$ cat config.mk
export PLATFORM = sky130hd
export DESIGN_NAME = dct_timing
export DESIGN_NICKNAME = d
export VERILOG_FILES = /design/src/dct_pkg.sv /design/src/dct_timing.sv
export VERILOG_INCLUDE_DIRS = /design/src
export SDC_FILE = /design/constraint.sdc
export NUM_CORES = 1
export LEC_CHECK = 0
export BUFFER_PORTS_ARGS = -buffer_cell sky130_fd_sc_hd__buf_2
export CAP_MARGIN = 20
export CORE_ASPECT_RATIO = 0.9
export CORE_MARGIN = 2
export CORE_UTILIZATION = 60
export DETAILED_ROUTE_END_ITERATION = 16
export PLACE_DENSITY = 0.79
export SLEW_MARGIN = 20
export SYNTH_ARGS = -nofsm -noshare
export SYNTH_HDL_FRONTEND = slang
export SYNTH_SLANG_ARGS = --single-unit
$ cat constraint.sdc
create_clock -name core_clk -period 2.7 [get_ports core_clk]
set_input_delay 0.27 -clock core_clk [delete_from_list [all_inputs] [get_ports core_clk]]
set_output_delay 0.27 -clock core_clk [all_outputs]
set_load 0.005 [all_outputs]
$ cat src/dct_regs.svh
// timing counts and field constants for the daisy chain timing engine
// assumes the includer works on the 250 MHz core clock
`ifndef DCT_REGS_SVH
`define DCT_REGS_SVH
`define DCT_BITS_PER_BYTE  4'h8
`define DCT_TOP_TAIL_FIX   8'h0a
`define DCT_TURN_CLOCKS    4'h8
`define DCT_FWD_EDGES      4'h8
`define DCT_POS_MASTER     4'h1
`define DCT_POS_OFFSET     8'h02
`define DCT_FIFO_DEPTH     8
`define DCT_BYTE_W         8
`define DCT_CORE_PERIOD_PS 4000
`endif

$ cat src/dct_pkg.sv
// types shared by the daisy chain timing engine
// assumes dct_regs.svh is compiled alongside
package dct_pkg;
    typedef enum logic [1:0] {
        DCT_ROLE_ALONE  = 2'b00,
        DCT_ROLE_MASTER = 2'b01,
        DCT_ROLE_MIDDLE = 2'b10,
        DCT_ROLE_TOP    = 2'b11
    } dct_role_t;

    typedef struct packed {
        dct_role_t  role;
        logic [3:0] my_pos;
        logic [3:0] top_pos;
        logic [3:0] target_pos;
        logic       broadcast;
    } dct_cfg_t;

    typedef enum logic [2:0] {
        DCT_TX_IDLE  = 3'b000,
        DCT_TX_PAD   = 3'b001,
        DCT_TX_LOAD  = 3'b010,
        DCT_TX_SHIFT = 3'b011,
        DCT_TX_TAIL  = 3'b100,
        DCT_TX_TURN  = 3'b101
    } dct_tx_state_t;
endpackage

$ cat src/dct_timing.sv
// daisy chain command start and response timing engine, with its response fifo
// assumes pins arrive unsynchronised and decoder strobes arrive on core_clk
// What this block does
// - top relay adds N-n-1 daisy clocks
// - middle response adds n-2 daisy clocks
// - top response: 8 per byte, +10, +N-2
// - stand-alone starts operation at command end
// - chained target starts when command reaches it
// - broadcast ends at top, each starts individually
// - non-master ports return to receive after response
// - master start follows last spi edge
// - command end grows with stack size
// - master forwards after first byte, one-clock relay
// - start scan on final falling edge
`include "dct_regs.svh"

// ****************************************
// response fifo
// ****************************************
module dct_fifo #(
    parameter int WIDTH = `DCT_BYTE_W,
    parameter int DEPTH = `DCT_FIFO_DEPTH
) (
    input  wire logic             core_clk,
    input  wire logic             clk_en,
    input  wire logic             reset,
    input  wire logic             in_valid,
    output logic                  in_ready,
    input  wire logic [WIDTH-1:0] in_data,
    output logic                  out_valid,
    input  wire logic             out_ready,
    output logic      [WIDTH-1:0] out_data
);
    localparam int AW = $clog2(DEPTH);
    logic [WIDTH-1:0] mem [DEPTH];
    logic [AW-1:0]    wp_q, wp_d, rp_q, rp_d;
    logic [AW:0]      cnt_q, cnt_d;
    logic             push, pop;

    assign in_ready  = (cnt_q != (AW+1)'(DEPTH));
    assign out_valid = (cnt_q != '0);
    assign out_data  = mem[rp_q];
    assign push      = in_valid && in_ready;
    assign pop       = out_valid && out_ready;

    always_comb
    begin
        wp_d  = push ? wp_q + 1'b1 : wp_q;
        rp_d  = pop ? rp_q + 1'b1 : rp_q;
        cnt_d = cnt_q + (AW+1)'(push) - (AW+1)'(pop);
    end

    always_ff @(posedge core_clk)
    begin
        if (reset)
        begin
            wp_q  <= '0;
            rp_q  <= '0;
            cnt_q <= '0;
        end
        else if (clk_en)
        begin
            wp_q  <= wp_d;
            rp_q  <= rp_d;
            cnt_q <= cnt_d;
            if (push)
                mem[wp_q] <= in_data;
        end
    end
endmodule

// ****************************************
// timing engine
// ****************************************
module dct_timing (
    input  wire logic              core_clk,
    input  wire logic              clk_en,
    input  wire logic              reset,
    input  wire dct_pkg::dct_cfg_t cfg,
    input  wire logic              spi_sck,
    input  wire logic              spi_cs_n,
    input  wire logic              daisy_clk,
    input  wire logic              daisy_rx_dat,
    output logic                   daisy_tx_dat,
    output logic                   daisy_dat_oe,
    input  wire logic              cmd_is_scan,
    input  wire logic              cmd_last_bit,
    input  wire logic              resp_go,
    input  wire logic [5:0]        resp_bytes,
    input  wire logic              resp_valid,
    output logic                   resp_ready,
    input  wire logic [7:0]        resp_data,
    output logic                   start_scan,
    output logic                   fwd_active,
    output logic                   relay_dat,
    output logic                   cmd_done,
    output logic                   resp_busy,
    output logic                   rx_ready
);
    // extra daisy clocks before a response leaves this device
    function automatic logic [7:0] pad_clocks(input dct_pkg::dct_cfg_t c);
        logic [7:0] p;
        p = 8'h00;
        if (c.role == dct_pkg::DCT_ROLE_TOP && c.target_pos != c.top_pos)
            p = 8'(c.top_pos) - 8'(c.target_pos) - 8'h01;
        else if (c.role == dct_pkg::DCT_ROLE_MIDDLE)
            p = 8'(c.my_pos) - `DCT_POS_OFFSET;
        return p;
    endfunction

    // ****************************************
    // pin synchronisers and edge finders
    // ****************************************
    logic [3:0] s1_q, s2_q, s3_q;
    logic       dfall, sfall, cs_hi;
    always_ff @(posedge core_clk)
    begin
        if (reset)
        begin
            // idle levels: select high, clocks and data low, so no false fall after reset
            s1_q <= 4'h8;
            s2_q <= 4'h8;
            s3_q <= 4'h8;
        end
        else if (clk_en)
        begin
            s1_q <= {spi_cs_n, daisy_rx_dat, spi_sck, daisy_clk};
            s2_q <= s1_q;
            s3_q <= s2_q;
        end
    end
    assign dfall = s3_q[0] && !s2_q[0];
    assign sfall = s3_q[1] && !s2_q[1];
    assign cs_hi = s2_q[3];

    // ****************************************
    // command side: start scan, forwarding, command end
    // ****************************************
    logic       on_spi, targeted, cmd_edge;
    logic       start_q, start_d, fwd_q, fwd_d, relay_q, relay_d, done_q, done_d;
    logic       tail_q, tail_d;
    logic [3:0] sedge_q, sedge_d;
    logic [7:0] end_q, end_d;

    assign on_spi   = cfg.role == dct_pkg::DCT_ROLE_ALONE || cfg.role == dct_pkg::DCT_ROLE_MASTER;
    assign targeted = cfg.broadcast || cfg.target_pos == cfg.my_pos;
    assign cmd_edge = on_spi ? sfall : dfall;

    always_comb
    begin
        // started locally as soon as the last bit arrives here, not at stack end
        start_d = cmd_edge && cmd_last_bit && cmd_is_scan && targeted;
        sedge_d = sedge_q;
        fwd_d   = fwd_q;
        relay_d = relay_q;
        done_d  = 1'b0;
        tail_d  = tail_q;
        end_d   = end_q;
        if (cfg.role == dct_pkg::DCT_ROLE_MASTER)
        begin
            if (cs_hi)
            begin
                // count restarts on every deselect so a short command leaves no residue
                sedge_d = 4'h0;
                if (fwd_q)
                begin
                    fwd_d  = 1'b0;
                    tail_d = 1'b1;
                    end_d  = 8'(cfg.top_pos) - `DCT_POS_OFFSET;
                end
            end
            else if (sfall && !fwd_q)
            begin
                sedge_d = sedge_q + 4'h1;
                fwd_d   = (sedge_q + 4'h1) == `DCT_FWD_EDGES;
            end
        end
        if (tail_q && dfall)
        begin
            if (end_q == 8'h00)
            begin
                tail_d = 1'b0;
                done_d = 1'b1;
            end
            else
                end_d = end_q - 8'h01;
        end
        if (dfall)
            relay_d = s2_q[2];
    end

    always_ff @(posedge core_clk)
    begin
        if (reset)
        begin
            start_q <= 1'b0;
            fwd_q   <= 1'b0;
            relay_q <= 1'b0;
            done_q  <= 1'b0;
            tail_q  <= 1'b0;
            sedge_q <= 4'h0;
            end_q   <= 8'h00;
        end
        else if (clk_en)
        begin
            start_q <= start_d;
            fwd_q   <= fwd_d;
            relay_q <= relay_d;
            done_q  <= done_d;
            tail_q  <= tail_d;
            sedge_q <= sedge_d;
            end_q   <= end_d;
        end
    end

    assign start_scan = start_q;
    assign fwd_active = fwd_q;
    assign relay_dat  = relay_q;
    assign cmd_done   = done_q;

    // ****************************************
    // response transmitter
    // ****************************************
    dct_pkg::dct_tx_state_t st_q, st_d;
    logic [7:0] cnt_q, cnt_d, sh_q, sh_d, f_data;
    logic [5:0] bcnt_q, bcnt_d;
    logic [2:0] bit_q, bit_d;
    logic       dout_q, dout_d, oe_q, oe_d, f_valid, f_pop;

    dct_fifo #(.WIDTH(`DCT_BYTE_W), .DEPTH(`DCT_FIFO_DEPTH)) u_fifo (
        .core_clk  (core_clk),
        .clk_en    (clk_en),
        .reset     (reset),
        .in_valid  (resp_valid),
        .in_ready  (resp_ready),
        .in_data   (resp_data),
        .out_valid (f_valid),
        .out_ready (f_pop),
        .out_data  (f_data)
    );

    assign f_pop = st_q == dct_pkg::DCT_TX_LOAD && f_valid;

    always_comb
    begin
        st_d   = st_q;
        cnt_d  = cnt_q;
        sh_d   = sh_q;
        bcnt_d = bcnt_q;
        bit_d  = bit_q;
        dout_d = dout_q;
        oe_d   = oe_q;
        case (st_q)
            dct_pkg::DCT_TX_IDLE:
            begin
                if (resp_go && resp_bytes != 6'h00)
                begin
                    bcnt_d = resp_bytes;
                    cnt_d  = pad_clocks(cfg);
                    oe_d   = 1'b1;
                    dout_d = 1'b0;
                    st_d   = dct_pkg::DCT_TX_PAD;
                end
            end
            dct_pkg::DCT_TX_PAD:
            begin
                if (cnt_q == 8'h00)
                    st_d = dct_pkg::DCT_TX_LOAD;
                else if (dfall)
                    cnt_d = cnt_q - 8'h01;
            end
            dct_pkg::DCT_TX_LOAD:
            begin
                // an empty fifo stalls the byte stream rather than sending junk
                if (f_valid)
                begin
                    sh_d  = f_data;
                    bit_d = 3'h0;
                    st_d  = dct_pkg::DCT_TX_SHIFT;
                end
            end
            dct_pkg::DCT_TX_SHIFT:
            begin
                if (dfall && bcnt_q == 6'h00)
                begin
                    // the last bit keeps a full daisy period before the port lets go
                    cnt_d = 8'(`DCT_TURN_CLOCKS);
                    st_d  = dct_pkg::DCT_TX_TURN;
                end
                else if (dfall)
                begin
                    dout_d = sh_q[7];
                    sh_d   = {sh_q[6:0], 1'b0};
                    bit_d  = bit_q + 3'h1;
                    if (bit_q == 3'(`DCT_BITS_PER_BYTE - 4'h1))
                    begin
                        bcnt_d = bcnt_q - 6'h01;
                        if (bcnt_q != 6'h01)
                            st_d = dct_pkg::DCT_TX_LOAD;
                        else if (cfg.role == dct_pkg::DCT_ROLE_TOP)
                        begin
                            cnt_d = `DCT_TOP_TAIL_FIX + 8'(cfg.top_pos)
                                    - `DCT_POS_OFFSET;
                            st_d  = dct_pkg::DCT_TX_TAIL;
                        end
                    end
                end
            end
            dct_pkg::DCT_TX_TAIL:
            begin
                if (cnt_q == 8'h00)
                begin
                    cnt_d = 8'(`DCT_TURN_CLOCKS);
                    st_d  = dct_pkg::DCT_TX_TURN;
                end
                else if (dfall)
                    cnt_d = cnt_q - 8'h01;
            end
            dct_pkg::DCT_TX_TURN:
            begin
                // port released at once; the window covers the host's wait
                oe_d   = 1'b0;
                dout_d = 1'b0;
                if (cnt_q == 8'h00)
                    st_d = dct_pkg::DCT_TX_IDLE;
                else if (dfall)
                    cnt_d = cnt_q - 8'h01;
            end
            default:
            begin
                st_d = dct_pkg::DCT_TX_IDLE;
                oe_d = 1'b0;
            end
        endcase
    end

    always_ff @(posedge core_clk)
    begin
        if (reset)
        begin
            st_q   <= dct_pkg::DCT_TX_IDLE;
            cnt_q  <= 8'h00;
            sh_q   <= 8'h00;
            bcnt_q <= 6'h00;
            bit_q  <= 3'h0;
            dout_q <= 1'b0;
            oe_q   <= 1'b0;
        end
        else if (clk_en)
        begin
            st_q   <= st_d;
            cnt_q  <= cnt_d;
            sh_q   <= sh_d;
            bcnt_q <= bcnt_d;
            bit_q  <= bit_d;
            dout_q <= dout_d;
            oe_q   <= oe_d;
        end
    end

    assign daisy_tx_dat = dout_q;
    assign daisy_dat_oe = oe_q;
    assign resp_busy    = st_q != dct_pkg::DCT_TX_IDLE;
    assign rx_ready     = st_q == dct_pkg::DCT_TX_IDLE;

    // ****************************************
    // checks
    // ****************************************
    property p_start_edge;
        @(posedge core_clk) disable iff (reset)
        clk_en && cmd_edge && cmd_last_bit && cmd_is_scan && targeted |=> start_scan;
    endproperty
    a_start_edge: assert property (p_start_edge) else $error("start scan missed");
    property p_start_cause;
        @(posedge core_clk) disable iff (reset)
        $rose(start_scan) |-> $past(cmd_last_bit) && $past(targeted);
    endproperty
    a_start_cause: assert property (p_start_cause) else $error("spurious start");
    property p_pad_load;
        @(posedge core_clk) disable iff (reset)
        clk_en && st_q == dct_pkg::DCT_TX_IDLE && resp_go && resp_bytes != 6'h00
        |=> cnt_q == pad_clocks(cfg);
    endproperty
    a_pad_load: assert property (p_pad_load) else $error("pad count wrong");
    property p_mid_pad;
        @(posedge core_clk) disable iff (reset)
        cfg.role == dct_pkg::DCT_ROLE_MIDDLE |-> pad_clocks(cfg) == 8'(cfg.my_pos) - 8'h02;
    endproperty
    a_mid_pad: assert property (p_mid_pad) else $error("middle pad wrong");
    property p_top_tail;
        @(posedge core_clk) disable iff (reset)
        $changed(st_q) && st_q == dct_pkg::DCT_TX_TAIL
        |-> cnt_q == 8'h08 + 8'(cfg.top_pos);
    endproperty
    a_top_tail: assert property (p_top_tail) else $error("top tail wrong");
    property p_turn_off;
        @(posedge core_clk) disable iff (reset)
        st_q == dct_pkg::DCT_TX_TURN ##1 st_q == dct_pkg::DCT_TX_TURN |-> !daisy_dat_oe;
    endproperty
    a_turn_off: assert property (p_turn_off) else $error("port still driven");
    property p_fwd_edges;
        @(posedge core_clk) disable iff (reset)
        $rose(fwd_active) |-> $past(sedge_q) == 4'h7 && cfg.role == dct_pkg::DCT_ROLE_MASTER;
    endproperty
    a_fwd_edges: assert property (p_fwd_edges) else $error("forward too early");
    property p_done_after;
        @(posedge core_clk) disable iff (reset)
        cmd_done |-> $past(tail_q) && $past(end_q) == 8'h00 && $past(dfall);
    endproperty
    a_done_after: assert property (p_done_after) else $error("command end early");
    property p_turn_daisy;
        @(posedge core_clk) disable iff (reset)
        st_q == dct_pkg::DCT_TX_TURN && clk_en && !dfall && cnt_q != 8'h00 |=> $stable(cnt_q);
    endproperty
    a_turn_daisy: assert property (p_turn_daisy) else $error("turnaround not daisy");
endmodule

# Word level (Yosys, flattened, before mapping)
# Memory sizes are Yosys's and may differ from the RTL's. A register that Yosys moved wholly into a read port is not among the register bits.
# Cells that the tools add are included.
[op_classes] n_addsub=15 multipliers=0 div_mod_pow=0 n_lt_le_gt_ge=0 eq_ne=28 shift=0 mux=65 bitwise_logic=1 n_reduce_logical=43
[op_table] operator="$mux W8" n=19
[op_table] operator="$mux W3" n=15
[op_table] operator="$pmux W8 S4" n=1
[op_table] operator="$mux W6" n=4
[op_table] operator="$mux W1" n=18
[op_table] operator="$pmux W3 S6" n=1
[op_table] operator="$logic_not A8 Y1" n=2
[op_table] operator="$ne A2 B2 Y1 const B" n=8
[op_table] operator="$pmux W8 S2" n=1
[op_table] operator="$sub A8 B1 Y8 const B" n=2
[op_table] operator="$logic_and A1 B1 Y1" n=13
[op_table] operator="$ne A3 B3 Y1 const B" n=4
[op_table] operator="$pmux W6 S2" n=1
[op_table] operator="$sub A5 B2 Y6 const B" n=2
[op_table] operator="$reduce_and A5 Y1" n=2
[op_table] operator="$sub A4 B2 Y5 const B" n=2
[op_table] operator="$add A3 B1 Y3 const B" n=3
[op_table] operator="$eq A3 B3 Y1 const B" n=3
[op_table] operator="$reduce_and A9 Y1" n=1
[op_table] operator="$mux W4" n=2
[op_table] operator="$ne A4 B4 Y1 const B" n=2
[op_table] operator="$reduce_and A8 Y1" n=1
[op_table] operator="$reduce_bool A4 Y1" n=2
[op_table] operator="$eq A3 B2 Y1 const B" n=2
[op_table] operator="other kinds (31)" n=41
[totals] reg_bits=67 latchBits=0 mem_bits_rw=64 mem_bits_ro=0 input_bits=40 memories=1
[memory_table] name="u_fifo.mem" depth=8 width=8 rd=1 rd_ports_with_merged_regs=1 write_ports=1 line_no="dct_timing.sv:35" text="logic [WIDTH-1:0] mem [DEPTH];"

# Depth between registers and ports, before layout
# Gate-level depths: netlist (run 1).
[logic_depth] ltp_word=8 depth_mapped=13 mapped_depth_nobuf=13

# By module
# A second synthesis (run 1) with hierarchy kept.
[unflattened] hier_cells=648 hier_area_um2=6891.6
[by_module_without_submodules] module="dct_timing" n_inst=1 cells_per_inst=470 area_per_inst_um2=3697.3
[by_module_without_submodules] module="dct_fifo" n_inst=1 cells_per_inst=178 area_per_inst_um2=3194.3

# Least setup slack after synthesis (run 1)
# Ideal clock, no wire load.
[synth_timing] kind="register -> register" startpoint="register u_fifo.cnt_q[2]" endpoint="memory u_fifo.mem[0][0] (netlist name), enable pin" setup_time_ns=0.383 arrival_time_ns=1.889 slack_ns=0.427 stages_incl_launch_ff=8 n_path_buf=0 path_cell_list="dfxtp_1 -> inv_1 -> ha_1 -> nand2_1 -> and2_1 -> nand2_1 -> or3_1 -> nor3_1"
[synth_between] elab_chain_len=6
[synth_lines] item="start: declaration" line_no="dct_timing.sv:37" text="logic [AW:0] cnt_q, cnt_d;"
[synth_lines] item="start signal: assignment" line_no="dct_timing.sv:65" text="cnt_q <= cnt_d;"
[synth_lines] item="$ne A4 B4 Y1" line_no="dct_timing.sv:40" text="assign in_ready = (cnt_q != (AW+1)'(DEPTH));"
[synth_lines] item="net resp_ready" line_no="dct_timing.sv:91" text="output logic resp_ready,"
[synth_lines] item="$logic_and A1 B1 Y1" line_no="dct_timing.sv:43" text="assign push = in_valid && in_ready;"
[synth_lines] item="$mux W1" line_no="dct_timing.sv:66" text="if (push)"
[synth_lines] item="$mux W1" line_no="dct_timing.sv:61" text="else if (clk_en)"
[synth_lines] item="$mux W1" line_no="dct_timing.sv:55" text="if (reset)"
[synth_lines] item="$mux W1 (implied by the code)" line_no="dct_timing.sv:67" text="mem[wp_q] <= in_data;"
[synth_lines] item="end: declaration" line_no="dct_timing.sv:35"
# The timed path passes the listed nets, and every way through them passes these cells.

# Final worst setup path (run 1)
[layout_timing] startpoint="register cnt_q[0]" endpoint="register cnt_q[3]"
[layout_between] elab_chain_len=4 word_cells_on_any_way=8
[layout_lines] item="start: declaration" line_no="dct_timing.sv:225" text="logic [7:0] cnt_q, cnt_d, sh_q, sh_d, f_data;"
[layout_lines] item="start signal: assignment" line_no="dct_timing.sv:352" text="cnt_q <= cnt_d;"
[layout_lines] item="$sub A8 B1 Y8" line_no="dct_timing.sv:270, dct_timing.sv:317, dct_timing.sv:327"
[layout_lines] item="$mux W8" line_no="dct_timing.sv:269, dct_timing.sv:316, dct_timing.sv:326"
[layout_lines] item="$mux W8 (on tied branches)" line_no="dct_timing.sv:267, dct_timing.sv:311"
[layout_lines] item="$pmux W8 S4" line_no="dct_timing.sv:253" text="case (st_q)"
# Parallel ways exist; a longest one is shown, timed or not. The select of a mux whose other input is x is not followed.
# A chain may end at the register's enable or synchronous reset.

==> impl_metrics.ini, run 1 <==
[sta]
worst_slew_pin_slew_ns = 0.756
finClkSkew_ns = 0.00892
rsz0062_at_grt = false
finalWorstSetupSlack_ns = 0.212
finalCritPeriodShare = 0.922
relSlewSlack = 0.495
fin_setup_tns_ns = 0
fin_crit_ns = 2.49
finalMaxSlewViolations = 0
fmax_mhz = 402
holdWs_ns = 0.0661
finalHoldViolations = 0
final-setup-viol-count = 0

[grt]
antenna_found_initial = 0
grt_start_max_net_pins = 31
first_global_vias = 5144
track_usage = 0.276
grt_pass1_wl_mm = 25.4
grt-ovfl-total = 0

[clocking]
holdBufCountCts = 0
clkLatencyLatePin_ns = 0.43
clkTransAtPathRegs_ns = 0.06
cts.sinks = 134
ctsLongestPathBuffers = 2
htreeDepth = 4
cts_resized = 0
cts_made_buffers = 17
post-cts-setup-buffer-count = 0
cts_tree = yes
clock-root-buffer = clkbuf_16

[place]
dp_hpwl_mm = 10.4
gp_congestion = 0.923
io_buffers = 48
dpl_cell_area_um2 = 7080
place_ws_ns = 0.198

[final_layout]
fin_area_um2 = 7620
final_nets = 755
fin_util = 0.705
n_antenna_cell = 0
drive_gt1_frac = 0.184
area_growth_pct = 14.4

[synthesis]
synth_ff_type = dfxtp_1
seq_area_frac_synth = 0.499
syn_area_um2 = 6660
ys_warn_count = 0
synth_seq_cells = 134
synth_nets = 698
syn_inst = 631
synth.distinct_cells = 73
synth_edf_count = 64
async_flop_share = 0
synth_area_per_cell_um2 = 10.6

[drt]
drc_errors = 0
ant_nets = 0
first_pass_iters = 5
drt_wl_total_mm = 15.3
viasPerCell = 6.24
dr.first_iter.drc_count = 442
dr_total_vias = 5205
wl_per_cell_um = 18.4

[setup_path]
start_kind = flop
arrival_ns = 2.86
cp-end-kind = flop
cp_max_fo = 16
crit_type = flop to flop
cp.required_ns = 3.07

[floorplan]
rows = 36
die_height_um = 104
start_util = 0.616
io-pin-count = 49
dieWidth_um = 115
dieArea_um2 = 12000
core_area_um2 = 10800

[pwr]
internal_power_mw = 3.60
vdd_drop_max_uv = 594
power_density_nw_per_um2 = 645
power_frac_seq = 0.454
p_clk_frac = 0.431
switching_share = 0.267
leakage_nw = 2.86
p_comb_frac = 0.115
p_sw_mw = 1.31

[flow_run]
max-cap-violations = 0

[outcome]
status = finished, final reports clean

[min_path]
hp-class = primary input to flop
[cell usage in the layout, fill, tap and decap left out, types with 4 or more instances in the layout]
cell type  netlist  routed
mux4_2          16      16
a221oi_1         4       4
buf_2            3      48
nor3b_1          4       4
o211ai_1         7       7
inv_1           26      26
nor4_1           5       5
a211oi_1        21      21
or3_1            8       8
nand2_1         41      41
a21o_1           5       5
nand2b_1         8       8
edfxtp_1        64      64
nand3_1         21      21
nor3_1          13      13
xnor2_1          8       8
ha_1            25      25
clkbuf_16        0      17
xor2_1          12      12
o21ai_0         23      23
a21oi_1         57      57
buf_4            1      21
nor2b_1          6       6
inv_6            0       5
nor2_1          74      74
dfxtp_1         70      70
mux2i_1         21      21
[area by class of cell]
| cell class | instances | area, um^2 |
|---|---|---|
| clock inverter | 14 | 115 |
| timing repair buffer | 69 | 398 |
| sequential | 134 | 3320 |
| clock buffer | 18 | 429 |
| inverter | 27 | 101 |
| fill | 769 | 3190 |
| multi-input combinational | 439 | 3090 |
| tap | 133 | 166 |
[path summary, 6_finish.rpt]
kind,start,to,slack [ns],cells after the start
setup / recovery,cnt_q[0]$_SDFFE_PP0P_,cnt_q[3]$_SDFFE_PP0P_,0.21,8
hold / removal,spi_cs_n,s1_q[3]$_SDFFE_PP1P_,0.07,3
setup reg to reg,cnt_q[0]$_SDFFE_PP0P_,cnt_q[3]$_SDFFE_PP0P_,0.21,8
hold reg to reg,cmd_done$_SDFFE_PP0P_,cmd_done$_SDFFE_PP0P_,0.47,2
[state kept, by name, summed over array words and instances (netlist names), 4 cells and up, named ones only]
name / count
u_fifo.mem: 64
bcnt_q: 6
u_fifo.cnt_q: 4
end_q: 8
s1_q: 4
sh_q: 8
cnt_q: 8
sedge_q: 4
s2_q: 4
[routing by layer]
| metal | global-route usage | up-vias | part of all wire |
|---|---|---|---|
| met5 | 0 | - | 0 |
| met4 | 0.110 | 0 | 0.020 |
| met3 | 0.0752 | 31 | 0.072 |
| met2 | 0.431 | 202 | 0.48 |
| met1 | 0.367 | 2504 | 0.43 |
| li1 | - | 2468 | - |
[critical path, cell delays in order, from the launching register on]
cell and delay, ns:
dfxtp_1 0.35, inv_1 0.07, ha_1 0.20, and2b_2 0.22, nor3b_2 0.16, o21ai_0 0.13, or3b_2 0.62, a2111oi_0 0.48
a32o_1 0.18
[power groups by stage]
stage	Sequential [mW]	Clock, mW	Combinational [mW]
after global routing	2.24	2.23	0.627
after CTS	2.23	2.15	0.557
after global placement	2.27	0	0.521
final	2.23	2.12	0.564
after floorplan	2.25	0	0.396
after detailed placement	2.27	0	0.547
[logic make-up after synthesis]
kind of cell,count (synthesis),share of synthesized area
AND/OR/NAND/NOR,206,0.154
AO/OA/AOI/OAI,149,0.145
multiplexers,37,0.0856
XOR/XNOR,20,0.0263
adder cells (fa/ha/maj),27,0.0530
flip-flops,134,0.499
buffers and inverters,58,0.0377
[per-stage QoR]
| step | instances | total power, mW |
|---|---|---|
| floorplan | 631 | 2.65 |
| global placement | 802 | 2.79 |
| detailed placement | 802 | 2.82 |
| CTS | 834 | 4.93 |
| global route | 834 | 5.10 |
| finish | 834 | 4.91 |
[Yosys cell counts (all sizes together), types with 5 or more instances]
cell type / n / area, um^2
xnor2: 8 / 70.1
nand2b: 8 / 50.1
nand2: 41 / 154
a211oi: 21 / 158
nand3: 21 / 105
a21oi: 57 / 285
nor3: 13 / 65.1
dfxtp: 70 / 1400
or4: 5 / 45.0
buf: 8 / 37.5
xor2: 12 / 105
nor2: 74 / 278
mux4: 16 / 360
edfxtp: 64 / 1920
ha: 25 / 313
nor2b: 6 / 37.5
nor3b: 5 / 42.5
o21ai: 25 / 129
inv: 26 / 97.6
nor4: 6 / 52.6
a21o: 5 / 37.5
or3: 10 / 65.1
o211ai: 7 / 52.6
clkbuf: 22 / 100
mux2i: 21 / 210
(Power assumes the default switching activity.)
==> run 2: changes to the inputs <==
CELL_PAD_IN_SITES_DETAIL_PLACEMENT = 1   (was default)
CELL_PAD_IN_SITES_GLOBAL_PLACEMENT = 2   (was default)
CORE_UTILIZATION = 40   (was 60)
PLACE_DENSITY = default   (was 0.79)
PLACE_DENSITY_LB_ADDON = 0.1   (was default)
==> impl_metrics.ini, run 2 (synthesis gave the netlist of run 1 again) <==
[drt]
first_pass_iters = 5
wl_met3_um = 543
ant_nets = 0
top_layer = met4
drc_errors = 0
m1WireLength_mm = 8.75
wl_per_cell_um = 19.3
drt_wl_total_mm = 17.6
wl_met2_mm = 8.19
dr.first_iter.drc_count = 278
viasPerCell = 5.58
dr_total_vias = 5095

[min_path]
hold_path_end = s1_q[3]$_SDFFE_PP1P_
hp-class = primary input to flop
holdCritStartpoint = spi_cs_n
hold_depth = 3

[final_layout]
final_nets = 760
fin_util = 0.482
final_cell_mix = nor2_1 (74), dfxtp_1 (70), edfxtp_1 (64), a21oi_1 (57), buf_2 (48)
largest_register_ffs = 64
largest-register = u_fifo.mem
area_growth_pct = 17.6
n_fill_cell = 1797
layout_commonest_cell = nor2_1
drive_gt1_frac = 0.193
n_antenna_cell = 0

[setup_path]
cp.required_ns = 2.98
r2r_end = u_fifo.cnt_q[2]$_SDFFE_PP0P_
rrSetupSlack_ns = 0.16
crit_type = flop to flop
arrival_ns = 2.83
start_kind = flop
cp_max_fo = 4
cp-end-kind = flop
slowest_stage = fa_1
cp_cell_sequence = inv_1, ha_1, a21oi_1, and2_1, ha_1, inv_1, ha_1, inv_1, fa_1, xor2_1, nor2_1, a21oi_1, nor2_1
slowest_delay_ns = 0.39
reg2regPathDepth = 13
r2r-start = u_fifo.cnt_q[3]$_SDFFE_PP0P_

[floorplan]
start_util = 0.410
dieWidth_um = 140
core_area_um2 = 16200
dieArea_um2 = 17700
rows = 44
io-pin-count = 49
die_height_um = 126

[grt]
first_global_vias = 5393
grt-ovfl-total = 0
antenna_found_initial = 0
grt_pass1_wl_mm = 29.0
track_usage = 0.210
grt_start_max_net_pins = 62

[place]
io_buffers = 48
dp_hpwl_mm = 12.4
place_ws_ns = 0.249
gp_congestion = 0.804

[sta]
fin_setup_tns_ns = 0
finClkSkew_ns = 0.00973
finalHoldViolations = 0
finalWorstSetupSlack_ns = 0.158
fin_crit_ns = 2.54
relSlewSlack = 0.479
final-setup-viol-count = 0
finalMaxSlewViolations = 0
finalCritPeriodShare = 0.942
rsz0062_at_grt = false
fmax_mhz = 393
worst_slew_pin_slew_ns = 0.778

[clocking]
clock-root-buffer = clkbuf_16
cts_tree = yes
holdBufCountCts = 0
clkLatencyLatePin_ns = 0.43
ctsLongestPathBuffers = 2
cts_made_buffers = 17
post-cts-setup-buffer-count = 0
cts.sinks = 134
htreeDepth = 4
clkTransAtPathRegs_ns = 0.06

[pwr]
power_density_nw_per_um2 = 671
vdd_drop_max_uv = 484
leakage_nw = 2.94

[outcome]
status = finished, final reports clean

[flow_run]
max-cap-violations = 0
[run 2: stage by stage]
step	hold WS, ns	total power [mW]	cells	area (um^2)
2_1_floorplan	0.369	2.65	631	6660
3_3_place_gp	0.463	2.83	881	7210
3_5_place_dp	0.466	2.85	881	7210
4_1_cts	0.0651	5.31	913	7830
5_1_grt	0.0748	5.48	913	7830
6_report	0.0776	5.26	913	7830
[run 2: timing repair]
item,in CTS,in global routing
resized for setup,0,1
endpoints found under the setup margin,0,1
endpoints found under the hold margin,0,0
[run 2: cell type report]
class	count	area [um^2]	area share
clock buffers	17	425	0.0543
clock inverters	15	199	0.0254
inverters	27	101	0.0129
multi-input cells	439	3090	0.394
flip-flops and latches	134	3320	0.424
well taps	207	259	0.0331
repair buffers	74	435	0.0556
[run 2: worst max-delay path: cells and delay by family (launching register included)]
kind,cells,cell delay (ns)
DFF,1,0.38
xor gates and xnor gates,1,0.15
buffers and inverters,3,0.21
and+or+nand+nor,3,0.28
AOI/OAI and AO/OA,2,0.39
adders and majority gates,4,0.99
[run 2: worst max-delay path by stage]
stage / startpoint / endpoint
floorplan: u_fifo.cnt_q[2]$_SDFFE_PP0P_ / u_fifo.mem[0][0]$_DFFE_PP_
global placement: cnt_q[0]$_SDFFE_PP0P_ / cnt_q[3]$_SDFFE_PP0P_
detailed placement: cnt_q[0]$_SDFFE_PP0P_ / cnt_q[7]$_SDFFE_PP0P_
CTS: u_fifo.cnt_q[3]$_SDFFE_PP0P_ / u_fifo.cnt_q[2]$_SDFFE_PP0P_
global route: u_fifo.cnt_q[2]$_SDFFE_PP0P_ / u_fifo.cnt_q[2]$_SDFFE_PP0P_
finish: u_fifo.cnt_q[3]$_SDFFE_PP0P_ / u_fifo.cnt_q[2]$_SDFFE_PP0P_
[run 2: report_power, final]
part	total, mW	internal, mW	switching [mW]	leakage (nW)
clock network	2.44	1.42	1.02	0.307
logic	0.592	0.239	0.353	1.49
registers	2.23	2.18	0.0527	1.14
[run 2: per-layer routing]
layer | GRT usage | up-vias
met4 | 0.0458 | 0
met5 | 0 | -
met2 | 0.341 | 67
met3 | 0.0461 | 14
met1 | 0.290 | 2537
li1 | - | 2477
